<file path="src/rst_nmi_map.svh">
// Constants for the reset, trap and power-down control block.
`ifndef RST_NMI_MAP_SVH
`define RST_NMI_MAP_SVH
`define CLK_PERIOD_PS 5000
`define SPIKE_REJECT_PS 10000
`define SPIKE_PASS_PS 100000
// Filter length: shortest accepted pulse, rounded down, at least one cycle.
`define FILT_CYCLES ((`SPIKE_PASS_PS / `CLK_PERIOD_PS) > 0 ? (`SPIKE_PASS_PS / `CLK_PERIOD_PS) : 1)
`define RST_SEQ_CYCLES 64
`define CNT_W 8
`define SRC_LONG_HW 2'h0
`define SRC_SHORT_HW 2'h1
`define SRC_SW 2'h2
`define SRC_WDT 2'h3
`endif

</file>
<file path="src/rst_nmi_pkg.sv">
// Types for the reset, trap and power-down control block.
package rst_nmi_pkg;
  typedef enum {ST_RESET, ST_INIT, ST_RUN, ST_PDOWN} seq_state_t;
  typedef logic [1:0] rst_src_t;
endpackage

</file>
<file path="src/rst_spike_filter.sv">
// Spike filter for the reset pin: a low must persist to be accepted.
`timescale 1ns/100ps
`include "rst_nmi_map.svh"
module rst_spike_filter (
  input wire logic mclk_i,
  input wire logic rst_b_i,
  input wire logic pin_i,
  output logic low_o
);
  typedef struct packed {
    logic [2:0] sync;
    logic [`CNT_W-1:0] cnt;
    logic low;
  } filt_state_t;
  filt_state_t s_r;
  filt_state_t s_nxt;
  logic agree_low;

  // Three-stage synchroniser; only stages two and three are compared.
  assign agree_low = ~s_r.sync[1] & ~s_r.sync[2];

  always_comb begin
    s_nxt = s_r;
    s_nxt.sync = {s_r.sync[1:0], pin_i};
    if (agree_low) begin
      // Counting to the pass time rejects spikes and always accepts long lows.
      if (s_r.cnt < `CNT_W'(`FILT_CYCLES - 1)) begin
        s_nxt.cnt = s_r.cnt + `CNT_W'(1);
      end else begin
        s_nxt.low = 1'b1;
      end
    end else begin
      s_nxt.cnt = '0;
      s_nxt.low = 1'b0;
    end
  end

  always_ff @(posedge mclk_i or negedge rst_b_i) begin
    if (!rst_b_i) begin
      s_r <= '{sync: 3'h7, cnt: '0, low: 1'b0};
    end else begin
      s_r <= s_nxt;
    end
  end

  assign low_o = s_r.low;

  chk_filter_reject: assert property (@(posedge mclk_i) disable iff (!rst_b_i)
    $rose(s_r.low) |-> $past(agree_low, 2))
    else $error("Reset low accepted without a stable low.");
endmodule // rst_spike_filter

</file>
<file path="src/reset_nmi_powerdown_ctrl.sv">
// Reset sequencing, trap request and power-down entry control.
// What this block does
// - A low reset pin while the clock runs resets the device.
// - Reset lows under 10 ns are rejected, over 100 ns plus one clock always accepted.
// - With bidirectional mode set, the device pulls reset low during its sequence.
// - Reset indication goes low on hardware, software or watchdog reset.
// - Reset indication stays low until end of initialisation, then high.
// - A falling edge on the trap pin in the running state (ST_RUN) raises the trap request.
// - Power-down instruction with trap pin low in the running state (ST_RUN) enters power-down.
// - Power-down instruction with trap pin high is ignored.
// - Bidirectional enable locks after end of initialisation; reset clears it.
// - In bidirectional mode the source flags report a long hardware reset.
// - In bidirectional mode a short hardware reset is stretched to the sequence.
`timescale 1ns/100ps
`include "rst_nmi_map.svh"
module reset_nmi_powerdown_ctrl (
  input wire logic mclk_i,
  input wire logic rst_b_i,
  input wire logic reset_input_pin_i,
  output logic reset_input_pin_o,
  output logic reset_input_pin_oe_o,
  input wire logic nmi_pin_i,
  input wire logic sw_reset_i,
  input wire logic wdt_reset_i,
  input wire logic end_of_init_instruction_i,
  input wire logic power_down_instruction_i,
  input wire logic bidir_reset_enable_wr_i,
  input wire logic bidir_reset_enable_val_i,
  output logic bidir_reset_enable_o,
  output logic reset_indication_output_o,
  output logic core_reset_b_o,
  output logic nmi_trap_o,
  output logic power_down_o,
  output rst_nmi_pkg::rst_src_t reset_source_o
);
  import rst_nmi_pkg::*;

  typedef struct packed {
    logic [1:0] rsync;
    logic [2:0] nsync;
    seq_state_t st;
    logic [`CNT_W-1:0] cnt;
    logic bidir_en;
    logic locked;
    logic reset_indication_output_b;
    logic drive_low;
    logic trap;
    rst_src_t src;
    logic hw_seen;
    // Last agreed trap pin level; it starts high so leaving reset gives no false edge.
    logic nmi_lvl;
  } ctrl_state_t;

  ctrl_state_t s_r;
  ctrl_state_t s_nxt;
  logic rst_int_b;
  logic pin_low;
  logic nmi_low;
  logic any_req;

  rst_spike_filter u_filter (
    .mclk_i(mclk_i),
    .rst_b_i(rst_int_b),
    .pin_i(reset_input_pin_i),
    .low_o(pin_low)
  );

  // Reset release goes through two flops so release is clean to the clock.
  assign rst_int_b = s_r.rsync[1];

  // Trap pin uses stages two and three only; a change counts once they agree.
  assign nmi_low = ~s_r.nsync[1] & ~s_r.nsync[2];
  assign any_req = pin_low | sw_reset_i | wdt_reset_i;

  always_comb begin
    s_nxt = s_r;
    s_nxt.rsync = {s_r.rsync[0], 1'b1};
    s_nxt.nsync = {s_r.nsync[1:0], nmi_pin_i};
    s_nxt.trap = 1'b0;
    if (s_r.nsync[1] == s_r.nsync[2]) begin
      s_nxt.nmi_lvl = s_r.nsync[2];
      // Falling edge of the agreed level requests the trap.
      if (s_r.nmi_lvl && !s_r.nsync[2] && s_r.st == ST_RUN) begin
        s_nxt.trap = 1'b1;
      end
    end
    unique case (s_r.st)
      ST_RESET: begin
        s_nxt.reset_indication_output_b = 1'b0;
        if (pin_low && !s_r.drive_low) begin
          s_nxt.hw_seen = 1'b1;
        end
        if (s_r.cnt < `CNT_W'(`RST_SEQ_CYCLES - 1)) begin
          s_nxt.cnt = s_r.cnt + `CNT_W'(1);
        end else if (s_r.drive_low) begin
          // Our own pull is let go first; its filtered echo on the pin must clear
          // before the sequence ends, or it would look like a fresh board reset.
          s_nxt.drive_low = 1'b0;
          s_nxt.bidir_en = 1'b0;
        end else if (!pin_low) begin
          // Sequence always runs to full length, so short lows are stretched.
          s_nxt.st = ST_INIT;
          s_nxt.bidir_en = 1'b0;
          s_nxt.locked = 1'b0;
          s_nxt.cnt = '0;
        end
      end
      ST_INIT: begin
        if (end_of_init_instruction_i) begin
          s_nxt.reset_indication_output_b = 1'b1;
          s_nxt.locked = 1'b1;
          s_nxt.st = ST_RUN;
        end else if (bidir_reset_enable_wr_i && !s_r.locked) begin
          // Writes are refused once end of initialisation has locked the bit.
          s_nxt.bidir_en = bidir_reset_enable_val_i;
        end
      end
      ST_RUN: begin
        // Low trap pin at the instruction allows power-down, high ignores it.
        if (power_down_instruction_i && nmi_low) begin
          s_nxt.st = ST_PDOWN;
        end
      end
      ST_PDOWN: begin
        s_nxt.st = ST_PDOWN;
      end
    endcase
    // Any reset cause restarts the sequence from any state except ST_RESET, which keeps its count.
    if (any_req && s_r.st != ST_RESET) begin
      s_nxt.st = ST_RESET;
      s_nxt.cnt = '0;
      s_nxt.reset_indication_output_b = 1'b0;
      s_nxt.hw_seen = pin_low;
      s_nxt.drive_low = s_r.bidir_en;
      s_nxt.trap = 1'b0;
      if (s_r.bidir_en) begin
        s_nxt.src = `SRC_LONG_HW;
      end else if (pin_low) begin
        s_nxt.src = `SRC_SHORT_HW;
      end else if (wdt_reset_i) begin
        s_nxt.src = `SRC_WDT;
      end else begin
        s_nxt.src = `SRC_SW;
      end
    end else if (s_r.st == ST_RESET && s_r.hw_seen && !s_r.drive_low && pin_low &&
                 s_r.cnt == `CNT_W'(`RST_SEQ_CYCLES - 1)) begin
      s_nxt.src = `SRC_LONG_HW;
    end
  end

  always_ff @(posedge mclk_i or negedge rst_b_i) begin
    if (!rst_b_i) begin
      s_r <= '{rsync: 2'h0, nsync: 3'h7, st: ST_RESET, cnt: '0, bidir_en: 1'b0, locked: 1'b0,
               reset_indication_output_b: 1'b0, drive_low: 1'b0, trap: 1'b0, src: `SRC_LONG_HW, hw_seen: 1'b1,
               nmi_lvl: 1'b1};
    end else begin
      s_r <= s_nxt;
    end
  end

  assign reset_input_pin_o = 1'b0;
  assign reset_input_pin_oe_o = s_r.drive_low;
  assign bidir_reset_enable_o = s_r.bidir_en;
  assign reset_indication_output_o = s_r.reset_indication_output_b;
  assign core_reset_b_o = (s_r.st != ST_RESET);
  assign nmi_trap_o = s_r.trap;
  assign power_down_o = (s_r.st == ST_PDOWN);
  assign reset_source_o = s_r.src;

  chk_reset_enters: assert property (@(posedge mclk_i) disable iff (!rst_int_b)
    pin_low |=> s_r.st == ST_RESET)
    else $error("Accepted reset low did not hold the reset state.");
  chk_reset_indication_output_low: assert property (@(posedge mclk_i) disable iff (!rst_int_b)
    (sw_reset_i || wdt_reset_i) |=> !reset_indication_output_o)
    else $error("Reset indication not low after reset request.");
  chk_reset_indication_output_end_of_init_instruction: assert property (@(posedge mclk_i) disable iff (!rst_int_b)
    $rose(reset_indication_output_o) |-> $past(end_of_init_instruction_i))
    else $error("Reset indication rose without end of init.");
  chk_bidir_drive: assert property (@(posedge mclk_i) disable iff (!rst_int_b)
    (s_r.st == ST_RESET && s_r.bidir_en && s_r.cnt > 0) |-> reset_input_pin_oe_o)
    else $error("Bidirectional reset line not driven during sequence.");
  chk_bidir_lock: assert property (@(posedge mclk_i) disable iff (!rst_int_b)
    (s_r.st == ST_RUN && !any_req) |=> $stable(bidir_reset_enable_o))
    else $error("Bidirectional enable changed after end of init.");
  chk_src_long: assert property (@(posedge mclk_i) disable iff (!rst_int_b)
    (any_req && s_r.bidir_en && s_r.st != ST_RESET) |=> reset_source_o == `SRC_LONG_HW)
    else $error("Bidirectional mode did not report long hardware reset.");
  chk_seq_length: assert property (@(posedge mclk_i) disable iff (!rst_int_b)
    $rose(core_reset_b_o) |-> $past(s_r.cnt) == `CNT_W'(`RST_SEQ_CYCLES - 1))
    else $error("Reset sequence ended early.");
  chk_pdown_entry: assert property (@(posedge mclk_i) disable iff (!rst_int_b)
    (s_r.st == ST_RUN && power_down_instruction_i && !nmi_low && !any_req) |=> !power_down_o)
    else $error("Power-down entered with trap pin high.");
  chk_pdown_low: assert property (@(posedge mclk_i) disable iff (!rst_int_b)
    (s_r.st == ST_RUN && power_down_instruction_i && nmi_low && !any_req) |=> power_down_o)
    else $error("Power-down not entered with trap pin low.");
  chk_trap_edge: assert property (@(posedge mclk_i) disable iff (!rst_int_b)
    nmi_trap_o |-> $past(s_r.nmi_lvl) && !$past(s_r.nsync[2]))
    else $error("Trap raised without a falling edge.");
  chk_trap_in_run: assert property (@(posedge mclk_i) disable iff (!rst_int_b)
    nmi_trap_o |-> $past(s_r.st) == ST_RUN)
    else $error("Trap raised outside normal running.");
  chk_drive_in_seq: assert property (@(posedge mclk_i) disable iff (!rst_int_b)
    reset_input_pin_oe_o |-> !core_reset_b_o)
    else $error("Reset line driven outside the reset sequence.");
  chk_bidir_cleared: assert property (@(posedge mclk_i) disable iff (!rst_int_b)
    $fell(reset_input_pin_oe_o) |-> !bidir_reset_enable_o)
    else $error("Bidirectional enable survived its reset.");
  chk_write_locked: assert property (@(posedge mclk_i) disable iff (!rst_int_b)
    (s_r.locked && s_r.st != ST_RESET && !any_req) |=> $stable(bidir_reset_enable_o))
    else $error("Bidirectional enable changed while locked.");
  chk_src_short: assert property (@(posedge mclk_i) disable iff (!rst_int_b)
    (pin_low && !s_r.bidir_en && s_r.st != ST_RESET) |=> reset_source_o == `SRC_SHORT_HW)
    else $error("Board reset not reported as a hardware reset.");

  cov_echo_release: cover property (@(posedge mclk_i) disable iff (!rst_int_b) $fell(reset_input_pin_oe_o));
  cov_bidir_reset: cover property (@(posedge mclk_i) disable iff (!rst_int_b) $rose(reset_input_pin_oe_o));
  cov_trap: cover property (@(posedge mclk_i) disable iff (!rst_int_b) nmi_trap_o);
  cov_pdown: cover property (@(posedge mclk_i) disable iff (!rst_int_b) $rose(power_down_o));
  cov_end_of_init_instruction: cover property (@(posedge mclk_i) disable iff (!rst_int_b) $rose(reset_indication_output_o));
endmodule // reset_nmi_powerdown_ctrl

</file>
<file path="config.mk">
export PLATFORM = sky130hd
export DESIGN_NAME = reset_nmi_powerdown_ctrl
export DESIGN_NICKNAME = d
export VERILOG_FILES = /design/src/rst_nmi_pkg.sv /design/src/rst_spike_filter.sv /design/src/reset_nmi_powerdown_ctrl.sv
export VERILOG_INCLUDE_DIRS = /design/src
export SDC_FILE = /design/constraint.sdc
export NUM_CORES = 1
export LEC_CHECK = 0
export ABC_AREA = 1
export BUFFER_PORTS_ARGS = -buffer_cell sky130_fd_sc_hd__buf_2
export CAP_MARGIN = 5
export CORE_MARGIN = 4
export CORE_UTILIZATION = 23
export CTS_CLUSTER_SIZE = 14
export DETAILED_ROUTE_END_ITERATION = 8
export PLACE_DENSITY_LB_ADDON = 0.15
export SETUP_SLACK_MARGIN = 0.02
export SYNTH_ARGS = -nofsm -noshare
export SYNTH_HDL_FRONTEND = slang
export SYNTH_SLANG_ARGS = --single-unit
</file>
<file path="constraint.sdc">
create_clock -name mclk_i -period 1.35 [get_ports mclk_i]
set_clock_uncertainty 0.1 [all_clocks]
set_input_delay 0.27 -clock mclk_i [delete_from_list [all_inputs] [get_ports mclk_i]]
set_output_delay 0.27 -clock mclk_i [all_outputs]
set_load 0.02 [all_outputs]
</file>
==> results_dict.tcl <==
set metrics [dict create \
    ys_seq_area_frac 0.5272 \
    clockRootBuffer "clkbuf_8" \
    ant_nets 0 \
    synthCells 207 \
    status "finished with violations" \
    p_per_area_nw_per_um2 1671 \
    nNetsFinal 297 \
    hold_class "reg2async" \
    syn2layout_area_growth_pct 57.78 \
    die_h_um 94.68 \
    final_common_cell "buf_4" \
    final_cell_mix "buf_4 (45), nand2_1 (44), inv_1 (26), dfrtp_1 (26), buf_2 (15)" \
    fin_crit_sh 1.139 \
    drt-pass1-iter-count 4 \
    grt_pass1_wl_um 7755 \
    worstPathRequired_ns 0.98 \
    violations "negative setup slack" \
    core_area_um2 7292 \
    row_count 31 \
    leakage_nw 1.333 \
    htree_num_levels 2 \
    peakVddDrop_mv 0.8827 \
    drt_first_iter_violations 41 \
    drc 0 \
    crit_slowest_cell "dfrtp_1" \
    crit_type "reg2out" \
    path_clk_slew_ns 0.08 \
    die_area_um2 8963 \
    busiest_layer "met2" \
    cts_tree "yes" \
    clock.fmax_mhz 650.2 \
    cts_buffer_depth 2 \
    r2r_cells 7 \
    use_met3 0.02311 \
    drv_slew 0 \
    grt_max_degree 14 \
    cp.arrival_ns 1.17 \
    clock_sinks 36 \
    avgSynthCellArea_um2 8.347 \
    regArea_um2 913.4 \
    wl_per_cell_um 11.56 \
    initial_core_util 0.2370 \
    max_cap_viol_count 0 \
    grt_use_met2 0.1820 \
    power.total_mw 4.555 \
    grt.met1_usage 0.1445 \
    routed_wl_um 4438 \
    crit_path_max_fanout 3 \
    grt_antenna_before_repair 0 \
    multi_input_area_um2 918.4 \
    io_buffers 17 \
    reg2reg_from "s_r[10]" \
    fp.dieW_um 94.68 \
    cpMostUsedCell "buf_6" \
    placed_cells 358 \
    gp_congestion 0.7859 \
    vias_per_cell 4.112 \
    dpl.hpwl_um 3212 \
    grt-ovfl-total 0 \
    clock_latency_ns 0.30 \
    rsz0062_at_grt "yes" \
    fin_cells 384 \
    cts_buffers 5 \
    r2r_end "s_r[13]" \
    diodes 0 \
    start_kind "flip-flop" \
    setup_slack_ns -0.1880 \
    yosysWarnings 0 \
    slew_headroom 0.6525 \
    place_ws_ns -0.1795 \
    hold_viol 0 \
    vias 1579 \
    synth.net_count 220 \
    ios 19 \
    period_needed_ns 1.538 \
    grt_usage 0.1125 \
    grt_pass1_vias 1636 \
    worst_slew_pin_slew_ns 0.5212 \
    n_fill_cell 809 \
    ff2ff_setup_slack_ns -0.12 \
    synth_cell_types 26 \
    crit_chain "nor2_4, inv_4, buf_6, buf_6" \
    synth_seq_cells 36 \
    end_kind "primary output" \
    cp_slowest_stage_delay_ns 0.43 \
    syn_area_um2 1728 \
    setup_viol 23 \
    drive_above_1_share 0.5123 \
]
worst max-delay path: cells and delay by family (launching register included):
kind / cells / cell delay (ns)
simple gates: 1 / 0.16
buf+inv: 3 / 0.28
flops: 1 / 0.43
Yosys cell counts, drive strengths merged:
cell / count / area [um2]
ha: 3 / 37.54
nand4: 3 / 18.77
nor4: 1 / 6.260
nor3: 7 / 35.03
conb: 2 / 7.510
nand3b: 2 / 15.01
dfstp: 8 / 210.2
o21ai: 12 / 71.32
a31oi: 1 / 6.260
xnor2: 1 / 8.760
a21oi: 5 / 32.53
buf: 3 / 22.52
inv: 28 / 105.1
nand2: 60 / 240.2
nor2: 28 / 125.1
dfrtp: 28 / 700.7
nand3: 15 / 85.08
metal layers:
| metal | wire length [um] | vias up | part of all wire |
|---|---|---|---|
| li1 | - | 800 | - |
| met1 | 2094 | 745 | 0.47 |
| met2 | 2111 | 26 | 0.48 |
| met3 | 145 | 8 | 0.033 |
| met4 | 87 | 0 | 0.020 |
| met5 | 0 | - | 0 |
report_power, final:
group          total, mW  internal [mW]  switching, mW
sequential          1.43           1.28          0.151
combinational       2.33           1.13           1.19
clock              0.796          0.360          0.436
total               4.56           2.77           1.78
final cells by class:
type	count	share of cell area
Multi-Input combinational cell	140	0.3369
Sequential cell	36	0.3350
Timing Repair Buffer	73	0.2102
Tap cell	99	0.04543
Inverter	28	0.04039
Clock buffer	5	0.02524
Clock inverter	3	0.006884
per-stage QoR:
stage | cell area [um2] | hold WS [ns] | utilization | setup TNS (ns)
6_report | 2726 | 0.1159 | 0.3739 | -1.839
5_1_grt | 2726 | 0.1672 | 0.3739 | -4.145
4_1_cts | 2576 | 0.1358 | 0.3533 | -1.982
3_5_place_dp | 2245 | 0.1001 | 0.3078 | -1.883
3_3_place_gp | 2245 | 0.1000 | 0.3078 | -1.589
2_1_floorplan | 1748 | -0.1256 | - | -0.9260
logic make-up (layout without fill, tap and decap cells):
logic type / Yosys count / after routing / synth area share
and+or+nand+nor: 116 / 116 / 0.3041
DFF: 36 / 36 / 0.5272
buffers and inverters: 31 / 109 / 0.07386
AOI/OAI and AO/OA: 18 / 18 / 0.06372
adders and majority gates: 3 / 3 / 0.02173
other: 2 / 2 / 0.004346
xor gates and xnor gates: 1 / 1 / 0.005070
repair_timing:
action                                  4_1_cts  5_1_grt
endpoints found under the setup margin       25       27
pin swaps                                    19       13
setup buffers                                13        3
cloned                                        0        0
endpoints found under the hold margin        12        0
hold buffers                                  3        0
gates resized for setup                      33       38
registers in the layout, summed over array words and instances (netlist names), 2 cells and up:
| name | count |
|---|---|
| s_nxt | 3 |
| u_filter.s_r | 9 |
| u_filter.s_nxt | 2 |
| s_r | 14 |
| reset_source_o | 2 |
how the worst max path moves through the flow:
stage / startpoint / endpoint / slack, ns / depth (start not counted)
final: s_r[18] / core_reset_b_o / -0.19 / 4
after global routing: s_r[10] / s_r[7] / -0.24 / 8
after CTS: s_r[17] / core_reset_b_o / -0.17 / 4
after detailed placement: u_filter.s_r[2] / u_filter.s_r[1] / -0.18 / 9
after global placement: u_filter.s_r[2] / u_filter.s_r[1] / -0.18 / 9
after floorplan: s_r[9] / bidir_reset_enable_o / -0.11 / 8
Note: power is estimated with default switching activity, not from simulation.
